==> config.mk <==
export PLATFORM = sky130hd
export DESIGN_NAME = acevs_regs
export DESIGN_NICKNAME = d
export VERILOG_FILES = /design/src/rtl/acevs_pkg.sv /design/src/rtl/acevs_regs.sv
export VERILOG_INCLUDE_DIRS = /design/src /design/src/rtl
export SDC_FILE = /design/constraint.sdc
export NUM_CORES = 1
export LEC_CHECK = 0
export BUFFER_PORTS_ARGS = -buffer_cell sky130_fd_sc_hd__buf_2
export CELL_PAD_IN_SITES_DETAIL_PLACEMENT = 1
export CELL_PAD_IN_SITES_GLOBAL_PLACEMENT = 2
export CORE_UTILIZATION = 28
export DETAILED_ROUTE_END_ITERATION = 7
export GPL_ROUTABILITY_DRIVEN = 0
export PLACE_DENSITY_LB_ADDON = 0.1
export RECOVER_POWER = 50
export SLEW_MARGIN = 20
export SYNTH_ARGS = -nofsm -noshare
export SYNTH_HDL_FRONTEND = slang
export SYNTH_SLANG_ARGS = --single-unit
==> constraint.sdc <==
create_clock -name mclk -period 4.3 [get_ports mclk]
set_input_delay 0.645 -clock mclk [delete_from_list [all_inputs] [get_ports mclk]]
set_output_delay 0.645 -clock mclk [all_outputs]
set_load 0.02 [all_outputs]
==> src/rtl/acevs_map.svh <==
// Offsets, field positions, reset values and encodings of the control/event bank.
// Assumes byte offsets within the configuration space and dword-wide accesses.
`ifndef ACEVS_MAP_SVH
`define ACEVS_MAP_SVH

`define ACEVS_GCTL_OFS    8'h86
`define ACEVS_EVST_OFS    8'h88
`define ACEVS_GCTL_DW     6'h21
`define ACEVS_EVST_DW     6'h22
`define ACEVS_GCTL_LANE   2
`define ACEVS_EVST_LANE   0

`define ACEVS_GCTL_RST    16'h0000
`define ACEVS_GCTL_WMASK  16'hfcbb
`define ACEVS_EVST_RST    8'h00
`define ACEVS_EVST_MASK   8'hdf

`define ACEVS_EV_PWR      7
`define ACEVS_EV_VPP      6
`define ACEVS_GPI_N       5

`define ACEVS_VPP_12V     2'h2
`define ACEVS_ARB_1394    2'h0
`define ACEVS_ARB_CB      2'h1

`endif

==> src/rtl/acevs_pkg.sv <==
// Types shared by the control/event bank and its users.
// Assumes acevs_map.svh supplies offsets and masks; field widths and arbitration encodings are set here.
package acevs_pkg;

   typedef struct packed {
      logic [2:0] test_bits;
      logic       io_limit_force;
      logic       io_base_force;
      logic       power_switch_type_select;
      logic [1:0] rsvd_9_8;
      logic       bus_rev23_conformance;
      logic       rsvd_6;
      logic       loader_function_off;
      logic       dedicated_socket_off;
      logic       host_1394_function_off;
      logic       rsvd_2;
      logic [1:0] top_arbitration_policy;
   } acevs_gctl_t;

   typedef struct packed {
      logic        rd;
      logic        wr;
      logic [5:0]  dw;
      logic [3:0]  be;
      logic [31:0] wdata;
   } acevs_cfg_req_t;

   typedef struct packed {
      logic [1:0] vcc;
      logic [1:0] vpp;
   } acevs_pwr_t;

   typedef enum logic [1:0] {
      ACEVS_ARB_PRI_1394 = 2'b00,
      ACEVS_ARB_PRI_CB   = 2'b01,
      ACEVS_ARB_RR_A     = 2'b10,
      ACEVS_ARB_RR_B     = 2'b11
   } acevs_arb_t;

endpackage

==> src/rtl/acevs_regs.sv <==
// General control and event status registers of the card/serial bus controller.
// Assumes a dword configuration access port on mclk; pins arrive asynchronously.
// Overview of operation
// Software keeps the three top test bits at their zero reset pattern.
// I/O limit force bit drives bit 0 of both functions' I/O limit.
// I/O base force bit drives bit 0 of both functions' I/O base.
// Switch type bit: 0 means 1.8 V switch, 1 means 12 V switch.
// Control bits 9:8, 6 and 2 always read zero.
// Revision bit set selects 2.3 behaviour, clear selects 2.2.
// Loader-off bit makes the firmware loader inaccessible.
// Dedicated-socket-off bit makes that socket function inaccessible.
// Controller-off bit makes the 1394 host function inaccessible.
// Arbitration field: 00 serial first, 01 card first, 1x round robin.
// Only the global reset clears both registers; control resets to zero.
// Any socket supply or programming voltage change sets the power flag.
// Programming voltage moving into or out of 12 V sets its flag.
// Input flags set on pin level change while pin is a general input.
// Event status bit 5 reads zero, writes ignored.
// Event flags may drive the event output line.
// Event flags hardware-set, software-cleared, reset to zero.
// Output asserted per flag only while its enable bit is set.
// Writing 1 clears a flag; a simultaneous hardware set wins.
`include "acevs_map.svh"

module acevs_regs (
   input  wire logic                          mclk,
   input  wire logic                          rst,
   input  wire logic                          bus_reset,
   input  wire acevs_pkg::acevs_cfg_req_t     cfg_req,
   output logic      [31:0]                   cfg_rdata,
   output logic                               cfg_ack,
   input  wire acevs_pkg::acevs_pwr_t [1:0]   socket_power,
   input  wire logic [`ACEVS_GPI_N-1:0]       multipurpose_pin,
   input  wire logic [`ACEVS_GPI_N-1:0]       pin_is_gen_input,
   input  wire logic [7:0]                    event_enable,
   output logic                               event_output_line_n,
   output logic                               io_limit_bit0,
   output logic                               io_base_bit0,
   output logic                               power_switch_type_select,
   output logic                               bus_rev23_conformance,
   output logic                               loader_function_off,
   output logic                               dedicated_socket_off,
   output logic                               host_1394_function_off,
   output acevs_pkg::acevs_arb_t              top_arbitration_policy
);
   import acevs_pkg::*;

   acevs_gctl_t                gctl_reg;
   logic [7:0]                 evst_reg;
   logic [7:0]                 evst_next;
   logic [7:0]                 ev_set;
   logic [7:0]                 ev_clr;
   acevs_pwr_t [1:0]           pwr_prev_reg;
   logic                       pwr_seen_reg;
   logic [`ACEVS_GPI_N-1:0]    gpi_meta_reg;
   logic [`ACEVS_GPI_N-1:0]    gpi_sync_reg;
   logic [`ACEVS_GPI_N-1:0]    gpi_prev_reg;
   logic [`ACEVS_GPI_N-1:0]    gpi_edge;
   logic                       pwr_change;
   logic                       vpp12_change;
   logic                       gctl_hit;
   logic                       evst_hit;
   logic [31:0]                rdata_reg;
   logic                       ack_reg;
   logic                       event_n_reg;
   logic [15:0]                gctl_wdata;

   // Register decode
   assign gctl_hit = (cfg_req.dw == `ACEVS_GCTL_DW);
   assign evst_hit = (cfg_req.dw == `ACEVS_EVST_DW);

   // Control write: test bits kept as written, software holds them at zero
   assign gctl_wdata = cfg_req.wdata[31:16] & `ACEVS_GCTL_WMASK;

   always_ff @(posedge mclk) begin
      if (rst) begin
         gctl_reg <= `ACEVS_GCTL_RST;
      end else if (cfg_req.wr && gctl_hit) begin
         if (cfg_req.be[`ACEVS_GCTL_LANE]) begin
            gctl_reg[7:0] <= gctl_wdata[7:0];
         end
         if (cfg_req.be[`ACEVS_GCTL_LANE+1]) begin
            gctl_reg[15:8] <= gctl_wdata[15:8];
         end
      end
   end

   // Field outputs straight from the control flops
   assign io_limit_bit0            = gctl_reg.io_limit_force;
   assign io_base_bit0             = gctl_reg.io_base_force;
   assign power_switch_type_select = gctl_reg.power_switch_type_select;
   assign bus_rev23_conformance    = gctl_reg.bus_rev23_conformance;
   assign loader_function_off      = gctl_reg.loader_function_off;
   assign dedicated_socket_off     = gctl_reg.dedicated_socket_off;
   assign host_1394_function_off   = gctl_reg.host_1394_function_off;
   assign top_arbitration_policy   = acevs_arb_t'(gctl_reg.top_arbitration_policy);

   // Socket power history; first sample after reset only primes it
   always_ff @(posedge mclk) begin
      if (rst) begin
         pwr_prev_reg <= '0;
         pwr_seen_reg <= 1'b0;
      end else begin
         pwr_prev_reg <= socket_power;
         pwr_seen_reg <= 1'b1;
      end
   end

   always_comb begin
      pwr_change   = 1'b0;
      vpp12_change = 1'b0;
      for (int s = 0; s < 2; s++) begin
         if (socket_power[s] != pwr_prev_reg[s]) begin
            pwr_change = pwr_seen_reg;
         end
         if ((socket_power[s].vpp == `ACEVS_VPP_12V) != (pwr_prev_reg[s].vpp == `ACEVS_VPP_12V)) begin
            vpp12_change = pwr_seen_reg;
         end
      end
   end

   // Pin synchronisers; the edge detector compares the second and third stages
   genvar g;
   generate
      for (g = 0; g < `ACEVS_GPI_N; g++) begin : g_gpi
         always_ff @(posedge mclk) begin
            if (rst) begin
               gpi_meta_reg[g] <= 1'b0;
               gpi_sync_reg[g] <= 1'b0;
               gpi_prev_reg[g] <= 1'b0;
            end else begin
               gpi_meta_reg[g] <= multipurpose_pin[g];
               gpi_sync_reg[g] <= gpi_meta_reg[g];
               gpi_prev_reg[g] <= gpi_sync_reg[g];
            end
         end
         assign gpi_edge[g] = (gpi_sync_reg[g] ^ gpi_prev_reg[g]) & pin_is_gen_input[g];
      end
   endgenerate

   // Event flags: set beats clear, bit 5 never stored
   assign ev_set = {pwr_change, vpp12_change, 1'b0, gpi_edge};
   assign ev_clr = (cfg_req.wr && evst_hit && cfg_req.be[`ACEVS_EVST_LANE])
                   ? cfg_req.wdata[7:0] : 8'h00;
   assign evst_next = ((evst_reg & ~ev_clr) | ev_set) & `ACEVS_EVST_MASK;

   always_ff @(posedge mclk) begin
      if (rst) begin
         evst_reg <= `ACEVS_EVST_RST;
      end else begin
         evst_reg <= evst_next;
      end
   end

   // Active-low event line, gated per flag by its enable
   always_ff @(posedge mclk) begin
      if (rst) begin
         event_n_reg <= 1'b1;
      end else begin
         event_n_reg <= ~|(evst_reg & event_enable);
      end
   end
   assign event_output_line_n = event_n_reg;

   // Read path; bus reset drops only the answer, never the registers
   always_ff @(posedge mclk) begin
      if (rst || bus_reset) begin
         rdata_reg <= 32'h0000_0000;
         ack_reg   <= 1'b0;
      end else begin
         ack_reg <= cfg_req.rd | cfg_req.wr;
         if (cfg_req.rd) begin
            if (gctl_hit) begin
               rdata_reg <= {gctl_reg & `ACEVS_GCTL_WMASK, 16'h0000};
            end else if (evst_hit) begin
               rdata_reg <= {24'h00_0000, evst_reg};
            end else begin
               rdata_reg <= 32'h0000_0000;
            end
         end
      end
   end
   assign cfg_rdata = rdata_reg;
   assign cfg_ack   = ack_reg;

   // Helper state for the checks below
   logic        rd_gctl_q;
   always_ff @(posedge mclk) begin
      if (rst) begin
         rd_gctl_q <= 1'b0;
      end else begin
         rd_gctl_q <= cfg_req.rd & gctl_hit;
      end
   end

   a_reset_clears: assert property (@(posedge mclk)
      $past(rst) |-> (gctl_reg == `ACEVS_GCTL_RST) && (evst_reg == `ACEVS_EVST_RST))
      else $error("registers not cleared by global reset");

   a_limit_write: assert property (@(posedge mclk) disable iff (rst)
      (cfg_req.wr && gctl_hit && cfg_req.be[`ACEVS_GCTL_LANE+1]) |=> io_limit_bit0 == $past(cfg_req.wdata[28]))
      else $error("io limit bit does not follow write");

   a_base_write: assert property (@(posedge mclk) disable iff (rst)
      (cfg_req.wr && gctl_hit && cfg_req.be[`ACEVS_GCTL_LANE+1]) |=> io_base_bit0 == $past(cfg_req.wdata[27]))
      else $error("io base bit does not follow write");

   a_arb_write: assert property (@(posedge mclk) disable iff (rst)
      (cfg_req.wr && gctl_hit && cfg_req.be[`ACEVS_GCTL_LANE]) |=>
      top_arbitration_policy == $past(cfg_req.wdata[17:16]))
      else $error("arbitration field does not follow write");

   a_rsvd_read: assert property (@(posedge mclk) disable iff (rst || bus_reset)
      rd_gctl_q |-> (cfg_rdata[25:24] == 2'b00) && !cfg_rdata[22] && !cfg_rdata[18])
      else $error("reserved control bits read nonzero");

   a_bit5_zero: assert property (@(posedge mclk) disable iff (rst)
      !evst_reg[5])
      else $error("event status bit 5 set");

   a_pwr_flag: assert property (@(posedge mclk) disable iff (rst)
      (pwr_seen_reg && socket_power != pwr_prev_reg) |=> evst_reg[`ACEVS_EV_PWR])
      else $error("power change flag not set");

   a_vpp_flag: assert property (@(posedge mclk) disable iff (rst)
      vpp12_change |=> evst_reg[`ACEVS_EV_VPP] ##1 $stable(evst_reg[`ACEVS_EV_VPP]) || $past(ev_clr[`ACEVS_EV_VPP]))
      else $error("12 V request flag not held");

   a_gpi_flag: assert property (@(posedge mclk) disable iff (rst)
      (pin_is_gen_input[0] && $changed(gpi_sync_reg[0])) |=> evst_reg[0])
      else $error("input change flag not set");

   a_gpi_masked: assert property (@(posedge mclk) disable iff (rst)
      (!evst_reg[0] && !pin_is_gen_input[0]) |=> !evst_reg[0])
      else $error("input flag set while pin not a general input");

   a_w1c_clear: assert property (@(posedge mclk) disable iff (rst)
      (ev_clr[0] && !ev_set[0]) |=> !evst_reg[0])
      else $error("write one did not clear flag");

   a_set_wins: assert property (@(posedge mclk) disable iff (rst)
      (ev_clr[`ACEVS_EV_PWR] && pwr_change) |=> evst_reg[`ACEVS_EV_PWR])
      else $error("clear beat a simultaneous set");

   a_event_gated: assert property (@(posedge mclk) disable iff (rst)
      (evst_reg & event_enable) == 8'h00 [*2] |-> event_output_line_n)
      else $error("event line asserted without enabled flag");

   a_event_drive: assert property (@(posedge mclk) disable iff (rst)
      ((evst_reg & event_enable) != 8'h00) |=> !event_output_line_n)
      else $error("event line not asserted for enabled flag");

   // Field checks: each control output must follow its own data bit
   a_switch_write: assert property (@(posedge mclk) disable iff (rst)
      (cfg_req.wr && gctl_hit && cfg_req.be[`ACEVS_GCTL_LANE+1]) |=> power_switch_type_select == $past(cfg_req.wdata[26]))
      else $error("switch type bit does not follow write");

   a_rev_write: assert property (@(posedge mclk) disable iff (rst)
      (cfg_req.wr && gctl_hit && cfg_req.be[`ACEVS_GCTL_LANE]) |=> bus_rev23_conformance == $past(cfg_req.wdata[23]))
      else $error("revision bit does not follow write");

   a_loader_write: assert property (@(posedge mclk) disable iff (rst)
      (cfg_req.wr && gctl_hit && cfg_req.be[`ACEVS_GCTL_LANE]) |=> loader_function_off == $past(cfg_req.wdata[21]))
      else $error("loader off bit does not follow write");

   a_socket_write: assert property (@(posedge mclk) disable iff (rst)
      (cfg_req.wr && gctl_hit && cfg_req.be[`ACEVS_GCTL_LANE]) |=> dedicated_socket_off == $past(cfg_req.wdata[20]))
      else $error("socket off bit does not follow write");

   a_host_off_write: assert property (@(posedge mclk) disable iff (rst)
      (cfg_req.wr && gctl_hit && cfg_req.be[`ACEVS_GCTL_LANE]) |=> host_1394_function_off == $past(cfg_req.wdata[19]))
      else $error("controller off bit does not follow write");

   // Bus reset must leave the control word alone; only a write moves it
   a_ctl_hold: assert property (@(posedge mclk) disable iff (rst)
      !(cfg_req.wr && gctl_hit) |=> $stable(gctl_reg))
      else $error("control register changed without a write");

   a_rsvd_store: assert property (@(posedge mclk) disable iff (rst)
      (gctl_reg[9:8] == 2'b00) && !gctl_reg[6] && !gctl_reg[2])
      else $error("reserved control bits stored nonzero");

   a_ctl_read: assert property (@(posedge mclk) disable iff (rst || bus_reset)
      (cfg_req.rd && gctl_hit) |=> (cfg_rdata[15:0] == 16'h0000) && (cfg_rdata[31:16] == $past(gctl_reg)))
      else $error("control read data wrong");

   a_evst_read: assert property (@(posedge mclk) disable iff (rst || bus_reset)
      (cfg_req.rd && evst_hit) |=> cfg_rdata == {24'h00_0000, $past(evst_reg)})
      else $error("status read data wrong");

   a_bit5_read: assert property (@(posedge mclk) disable iff (rst || bus_reset)
      (cfg_req.rd && evst_hit) |=> !cfg_rdata[5])
      else $error("status bit 5 read nonzero");

   // Flags are sticky: only a write of one may drop them
   a_pwr_sticky: assert property (@(posedge mclk) disable iff (rst)
      (evst_reg[`ACEVS_EV_PWR] && !ev_clr[`ACEVS_EV_PWR]) |=> evst_reg[`ACEVS_EV_PWR])
      else $error("power flag dropped without clear");

   a_vpp_sticky: assert property (@(posedge mclk) disable iff (rst)
      (evst_reg[`ACEVS_EV_VPP] && !ev_clr[`ACEVS_EV_VPP]) |=> evst_reg[`ACEVS_EV_VPP])
      else $error("12 V flag dropped without clear");

   a_pwr_hw_only: assert property (@(posedge mclk) disable iff (rst)
      (!evst_reg[`ACEVS_EV_PWR] && !pwr_change) |=> !evst_reg[`ACEVS_EV_PWR])
      else $error("power flag set without a change");

   a_vpp_masked: assert property (@(posedge mclk) disable iff (rst)
      (!evst_reg[`ACEVS_EV_VPP] && !vpp12_change) |=> !evst_reg[`ACEVS_EV_VPP])
      else $error("12 V flag set without a 12 V move");

   a_w1c_power: assert property (@(posedge mclk) disable iff (rst)
      (ev_clr[`ACEVS_EV_PWR] && !ev_set[`ACEVS_EV_PWR]) |=> !evst_reg[`ACEVS_EV_PWR])
      else $error("write one did not clear power flag");

   a_w0_keeps: assert property (@(posedge mclk) disable iff (rst)
      (evst_reg[0] && cfg_req.wr && evst_hit && !cfg_req.wdata[0]) |=> evst_reg[0])
      else $error("write zero cleared a flag");

   // Upper pins checked too, so a lane swap in the flag vector shows up
   a_gpi1_flag: assert property (@(posedge mclk) disable iff (rst)
      (pin_is_gen_input[1] && $changed(gpi_sync_reg[1])) |=> evst_reg[1])
      else $error("input 1 change flag not set");

   a_gpi2_flag: assert property (@(posedge mclk) disable iff (rst)
      (pin_is_gen_input[2] && $changed(gpi_sync_reg[2])) |=> evst_reg[2])
      else $error("input 2 change flag not set");

   a_gpi3_flag: assert property (@(posedge mclk) disable iff (rst)
      (pin_is_gen_input[3] && $changed(gpi_sync_reg[3])) |=> evst_reg[3])
      else $error("input 3 change flag not set");

   a_gpi4_flag: assert property (@(posedge mclk) disable iff (rst)
      (pin_is_gen_input[4] && $changed(gpi_sync_reg[4])) |=> evst_reg[4])
      else $error("input 4 change flag not set");

   a_gpi4_masked: assert property (@(posedge mclk) disable iff (rst)
      (!evst_reg[4] && !pin_is_gen_input[4]) |=> !evst_reg[4])
      else $error("input 4 flag set while pin not a general input");

endmodule // acevs_regs

==> results.cfg, run 1 <==
[outcome]
status = complete, no violations

[power_and_ir_drop]
p_seq_frac = 0.507
p_int_w = 0.000918
clkPwrFrac = 0.412
peakVddDrop_mv = 0.172
p_leak_nw = 1.26
power.density_nw_per_um2 = 383
switchingPower_w = 0.000297
switching_share = 0.244
comb_power_share = 0.081

[worst_setup_path]
crit_fanout = 26
cpPeakStageDelay_ns = 1.06
path_buf_inv = 1
critPathSlowestCell = or2_0
worstSetupPathType = in -> reg
worst_path_dominant_cell_family = simple AND/OR/NAND/NOR gates
startpoint_type = input port
endpoint_kind = flip-flop
arrival_ns = 2.70
required_ns = 4.46
crit_path_cell_trace = clkbuf_1 -> or2_0 -> a21oi_1
ff2ff_setup_slack_ns = 3.20

[cts]
cts_setup_buffers = 0
postCtsHoldBufs = 0
clk_path_buf_depth = 2
clkTransAtPathRegs_ns = 0.07
clock_latency_ns = 0.33
root_buffer = clkbuf_8
cts.htree.levels = 3
numClockSinks = 64
tritoncts = yes
cts_resized = 0
numCtsBuffers = 9

[synth]
synthTopCellsByCount = 64 x dfxtp_1, 26 x a21oi_1, 25 x nor2b_1, 21 x nand2b_1, 20 x nand3_1
synth_area_leader_cell = dfxtp_1
syn_area_um2 = 2540
synth_cell_types = 28
ys_ff_latch = 64
netlist.area_leader.share = 0.503
ys.flop_type = dfxtp_1
yosys_warnings = 0
synthArstFlopShare = 0
ys_top_cells_by_area = dfxtp_1 50%, nor2b_1 6.1%, nand2b_1 5.2%
yosysSeqAreaShare = 0.503
syn_inst = 265
synth_area_per_cell_um2 = 9.60
yosysMostFrequentCell = dfxtp_1
synth_edf_count = 0

[timing]
skew_ns = 0.00568
setup_viol = 0
slew_violations = 0
worstMarginPinSlew_ns = 1.29
rsz0062_at_grt = false
relSlewSlack = 0.137
holdWs_ns = 0.442
fmax_mhz = 392
tns_ns = 0
finalCriticalPeriod_ns = 2.55
finalCritPeriodShare = 0.593
hold_viol = 0

[route]
m1WireLength_um = 2820
drt_iter0_drc = 33
dr.pass1.iters = 4
num_vias = 1977
drtAntennaViolNets = 0
highest_layer = met4
wl_per_cell_um = 13.1
routed_via_density = 4.28
wl_met3_um = 266
wl_um = 6040
routed-wl-met2_um = 2880
route.detailed.drc = 0

[placement]
portBuffers = 87
place_hpwl_um = 4420

[grt]
grt_pass1_vias = 1967
track_usage = 0.131
grt_pass1_wl_um = 9580
antenna_found_initial = 0
grt-ovfl-total = 0
grt_max_degree = 40

[floorplan]
die_x_um = 97.3
initial_core_util = 0.290
core_area_um2 = 8760
die_h_um = 97.3
dieArea_um2 = 9470
pin_count = 116
num_rows = 34

[cells_and_area]
nets = 422
n_antenna_cell = 0
drive_gt1_frac = 0.274
fill_cells = 1062
area_delta_synth_final_pct = 24.6
largest_reg_flops = 19
postLayoutCoreUtil = 0.362

[run]
drv_cap = 0

[min_path]
hold_path_class = reg -> reg
power by group through the flow:
stage | clock, W | sequential (W) | combinational (W)
CTS | 0.000527 | 0.000617 | 0.000101
global placement | 0 | 0.000630 | 0.0000996
finish | 0.000501 | 0.000617 | 0.0000979
detailed placement | 0 | 0.000631 | 0.000101
floorplan | 0 | 0.000630 | 0.0000662
global route | 0.000552 | 0.000618 | 0.000109
metrics by stage:
step | instances | power (W) | setup slack (ns) | area (um^2)
after global routing | 462 | 0.00128 | 1.49 | 3170
after floorplan | 277 | 0.000696 | 2.08 | 2590
after global placement | 446 | 0.000729 | 1.72 | 3010
after detailed placement | 446 | 0.000731 | 1.71 | 3010
after CTS | 462 | 0.00125 | 2.09 | 3200
final | 462 | 0.00122 | 1.75 | 3170
worst paths after layout:
check / startpoint / endpoint / cells after the start
max: rst / cfg_rdata[2] / 3
min: gpi_meta_reg[4] / gpi_sync_reg[4] / 1
max reg2reg: pwr_prev_reg[0] / evst_reg[6] / 4
min reg2reg: gpi_meta_reg[4] / gpi_sync_reg[4] / 1
cells by family after synthesis:
kind of cell	Yosys count	synth area share
AND/OR/NAND/NOR	98	0.237
flip-flops	64	0.503
AO/OA/AOI/OAI	38	0.0787
buffers and inverters	37	0.0801
XOR/XNOR	15	0.0516
multiplexers	12	0.0472
other	1	0.00147
layout make-up:
| cell class | count | area (um^2) | share of cell area |
|---|---|---|---|
| clock buffer | 9 | 124 | 0.0391 |
| timing repair buffer | 89 | 419 | 0.132 |
| multi-input combinational | 176 | 1100 | 0.348 |
| tap | 108 | 135 | 0.0426 |
| sequential | 64 | 1280 | 0.404 |
| inverter | 9 | 33.8 | 0.0107 |
| clock inverter | 7 | 72.6 | 0.0229 |
routing by layer:
metal / track usage / vias to the layer above
met1: 0.162 / 909
met5: 0 / -
met4: 0.0577 / 0
met2: 0.211 / 53
met3: 0.0381 / 7
li1: - / 1008
layout by cell type (no fill, tap or decap), types with 5 or more instances in the layout:
master / n
buf_2: 65
dfxtp_1: 64
a21oi_1: 26
nor2b_1: 25
clkbuf_1: 23
nand2b_1: 21
nand3_1: 20
conb_1: 13
mux2i_1: 12
nor2_2: 12
xnor2_1: 10
inv_1: 9
nand2_1: 9
o21ai_0: 9
clkbuf_8: 9
xor2_1: 5
(Power assumes the default switching activity.)
==> run 2, diff against run 1 <==
CORE_UTILIZATION = 24   (was 28)
clock period = 2.25 ns   (was 4.3 ns; I/O delays follow)
==> results.cfg, run 2 (same netlist as run 1, synthesis figures left out) <==
[floorplan]
die_x_um = 105
core_area_um2 = 10300
dieArea_um2 = 11000
num_rows = 37
initial_core_util = 0.247
pin_count = 116
die_h_um = 105

[grt]
grt_max_degree = 40
grt_pass1_wl_um = 10200
grt_pass1_vias = 2077
grt-ovfl-total = 0
track_usage = 0.122
antenna_found_initial = 0

[cells_and_area]
area_delta_synth_final_pct = 27.5
final_cell_mix = 65 x buf_2, 64 x dfxtp_1, 26 x a21oi_1
drive_gt1_frac = 0.291
n_antenna_cell = 0
postLayoutCoreUtil = 0.314
nets = 429
final_common_cell = buf_2
largest_reg_flops = 19

[cts]
cts.htree.levels = 3
postCtsHoldBufs = 0
cts_setup_buffers = 0
cts_resized = 0
tritoncts = yes
root_buffer = clkbuf_8
numClockSinks = 64
numCtsBuffers = 9
clk_path_buf_depth = 2
clkTransAtPathRegs_ns = 0.08
clock_latency_ns = 0.35

[timing]
fmax_mhz = 572
worstMarginPinSlew_ns = 0.836
finalCriticalPeriod_ns = 1.75
skew_ns = 0.00763
rsz0062_at_grt = false
finalCritPeriodShare = 0.777
hold_viol = 0
relSlewSlack = 0.442
holdWs_ns = 0.197
tns_ns = 0
slew_violations = 0
setup_viol = 0

[placement]
place_hpwl_um = 4680
portBuffers = 87

[route]
wl_um = 6220
wl_per_cell_um = 12.5
routed_via_density = 4.06
drtAntennaViolNets = 0
drt_iter0_drc = 25
dr.pass1.iters = 4
num_vias = 2017
route.detailed.drc = 0

[worst_setup_path]
arrival_ns = 2.01
worstSetupPathType = in -> reg
endpoint_kind = flip-flop
crit_fanout = 4
reg2reg_depth = 4
startpoint_type = input port
required_ns = 2.51

[power_and_ir_drop]
power.density_nw_per_um2 = 699
peakVddDrop_mv = 0.220
p_leak_nw = 1.29

[outcome]
status = complete, no violations

[min_path]
worstHoldPathCells = 2
hold_path_class = in -> reg

[run]
drv_cap = 0
## run 2: cell count changes in the layout (fill, tap and decap cells not counted)
cell / previous run / this run
buf_4: 1 / 8
bufinv_16: 1 / 0
clkbuf_1: 23 / 22
clkbuf_2: 0 / 1
clkbuf_8: 9 / 10
clkinv_2: 2 / 1
clkinvlp_4: 2 / 3
or2_0: 1 / 0
or2_1: 0 / 1
## run 2: metal layers
| layer | wire length, um | track usage |
|---|---|---|
| met4 | 88 | 0.0614 |
| met1 | 2810 | 0.144 |
| met2 | 3030 | 0.199 |
| met3 | 286 | 0.0374 |
| met5 | 0 | 0 |
## run 2: cell type report
| class | count | area, um^2 |
|---|---|---|
| fillers | 1229 | 7080 |
| inverters | 9 | 33.8 |
| clock inverters | 6 | 45.0 |
| multi-input cells | 176 | 1100 |
| clock buffers | 10 | 138 |
| flip-flops and latches | 64 | 1280 |
| well taps | 136 | 170 |
| repair buffers | 96 | 473 |
## run 2: final timing paths
path / start / endpoint / slack [ns]
setup reg to reg: pwr_prev_reg[0] / evst_reg[6] / 1.20
hold reg to reg: gpi_meta_reg[0] / gpi_sync_reg[0] / 0.44
setup / recovery: cfg_req[40] / cfg_rdata[31] / 0.50
hold / removal: multipurpose_pin[1] / gpi_meta_reg[1] / 0.20
## run 2: per-stage QoR
| stage | cells | cell area (um^2) | power, W | setup slack [ns] |
|---|---|---|---|---|
| 6_report | 497 | 3250 | 0.00227 | 0.503 |
| 5_1_grt | 497 | 3250 | 0.00240 | 0.326 |
| 4_1_cts | 497 | 3280 | 0.00232 | 0.451 |
| 3_5_place_dp | 481 | 3090 | 0.00140 | 0.0973 |
| 3_3_place_gp | 481 | 3090 | 0.00140 | 0.156 |
| 2_1_floorplan | 277 | 2590 | 0.00133 | 0.337 |
## run 2: worst max-delay path, stage by stage
cell and delay [ns]:
buf_2 0.09, or4b_1 0.55, buf_4 0.19, nor3b_1 0.38
buf_4 0.22, nand3_1 0.08, a21oi_1 0.16
## run 2: power breakdown
part	internal [W]	switching [W]	total (W)
clock network	0.000431	0.000473	0.000903
logic	0.0000833	0.000104	0.000187
registers	0.00116	0.0000160	0.00118
==> run 3, diff against run 2 <==
clock period = 1.4 ns   (was 2.25 ns; I/O delays follow)
==> results.cfg, run 3 (same netlist as run 1, synthesis figures left out) <==
[outcome]
status = finished, violations left
violations = negative setup slack

[cts]
cts_setup_buffers = 0
numClockSinks = 64
cts.htree.levels = 3
tritoncts = yes
clk_path_buf_depth = 2
clkTransAtPathRegs_ns = 0.07
numCtsBuffers = 9
root_buffer = clkbuf_8
postCtsHoldBufs = 0
clock_latency_ns = 0.33

[route]
route.detailed.drc = 0
drtAntennaViolNets = 0
dr.pass1.iters = 4
drt_iter0_drc = 35
wl_um = 6440
wl_per_cell_um = 12.9
routed_via_density = 4.08
num_vias = 2033

[cells_and_area]
final_cells = 498
largest_reg_flops = 19
n_antenna_cell = 0
final_common_cell = buf_2
fill_cells = 1212
postLayoutCoreUtil = 0.328
area_delta_synth_final_pct = 33.0
drive_gt1_frac = 0.370
final_cell_mix = 80 x buf_2, 64 x dfxtp_1, 25 x nor2b_1
nets = 430

[timing]
fin_ws_ns = -0.0649
slew_violations = 0
holdWs_ns = 0.0830
tns_ns = -0.439
finalCritPeriodShare = 1.05
skew_ns = 0.00519
hold_viol = 0
relSlewSlack = 0.444
fmax_mhz = 683
worstMarginPinSlew_ns = 0.834
setup_viol = 13
finalCriticalPeriod_ns = 1.46
rsz0062_at_grt = true

[power_and_ir_drop]
p_leak_nw = 1.40
finalPower_w = 0.00382
peakVddDrop_mv = 0.442
power.density_nw_per_um2 = 1130

[worst_setup_path]
worstSetupPathType = in -> reg
arrival_ns = 1.68
required_ns = 1.62
endpoint_kind = flip-flop
cpPeakStageDelay_ns = 0.58
crit_top_cell = buf_6
startpoint_type = input port
ff2ff_setup_slack_ns = 0.28
critPathSlowestCell = or4b_4
crit_path_cell_trace = buf_6 -> or4b_4 -> buf_6 -> nor4b_4 -> buf_6 -> mux2i_2 -> nor2_2
r2r-start = pwr_prev_reg[0]
setup.worst_path.start = cfg_req[38]
crit_fanout = 6

[placement]
place_hpwl_um = 4820
portBuffers = 87
place_inst = 482

[floorplan]
die_x_um = 105
num_rows = 37
die_h_um = 105
pin_count = 116
core_area_um2 = 10300
initial_core_util = 0.247
dieArea_um2 = 11000

[min_path]
hold_path_class = in -> reg
holdCritStartpoint = multipurpose_pin[0]

[grt]
antenna_found_initial = 0
grt_pass1_vias = 2131
grt-ovfl-total = 0
grt_pass1_wl_um = 10700
grt_max_degree = 40
track_usage = 0.127

[run]
drv_cap = 0
[run 3: timing repair]
action                                  in CTS  in global routing
resized for setup                           13                 12
endpoints found under the setup margin      32                 25
gates cloned                                 0                  0
pin swaps                                    5                 13
[run 3: layer usage]
| metal | vias up | global-route usage | part of all wire |
|---|---|---|---|
| met1 | 955 | 0.147 | 0.44 |
| met5 | - | 0 | 0 |
| met4 | 0 | 0.0483 | 0.011 |
| met3 | 6 | 0.0405 | 0.045 |
| li1 | 1024 | - | - |
| met2 | 48 | 0.218 | 0.51 |
[run 3: cell type report]
| type | count | area, um^2 | area share |
|---|---|---|---|
| clock inverter | 3 | 40.0 | 0.0118 |
| multi-input combinational | 176 | 1170 | 0.347 |
| timing repair buffer | 97 | 526 | 0.155 |
| clock buffer | 13 | 159 | 0.0469 |
| tap | 136 | 170 | 0.0503 |
| sequential | 64 | 1280 | 0.379 |
| inverter | 9 | 33.8 | 0.00998 |
[run 3: path summary, 6_finish.rpt]
check	cells past startpoint	end
setup / recovery	7	gctl_reg[15]
hold / removal	2	gpi_meta_reg[0]
setup reg to reg	4	evst_reg[6]
hold reg to reg	1	gpi_sync_reg[0]
[run 3: per-stage QoR]
stage / worst slack (ns) / area, um^2
2_1_floorplan: -0.384 / 2600
3_3_place_gp: -0.469 / 3100
3_5_place_dp: -0.510 / 3100
4_1_cts: -0.0637 / 3340
5_1_grt: -0.105 / 3380
6_report: -0.0649 / 3380
[run 3: power breakdown]
part / internal [W] / switching [W] / leakage [nW] / total [W]
Clock: 0.000916 / 0.000679 / 0.103 / 0.00159
Sequential: 0.00187 / 0.0000287 / 0.522 / 0.00190
Combinational: 0.000146 / 0.000178 / 0.779 / 0.000324
Total: 0.00293 / 0.000885 / 1.40 / 0.00382
[run 3: critical path, delay by kind of cell]
family / cells / cell delay, ns
multiplexers: 1 / 0.23
AND/OR/NAND/NOR: 3 / 0.83
buffers and inverters: 3 / 0.42
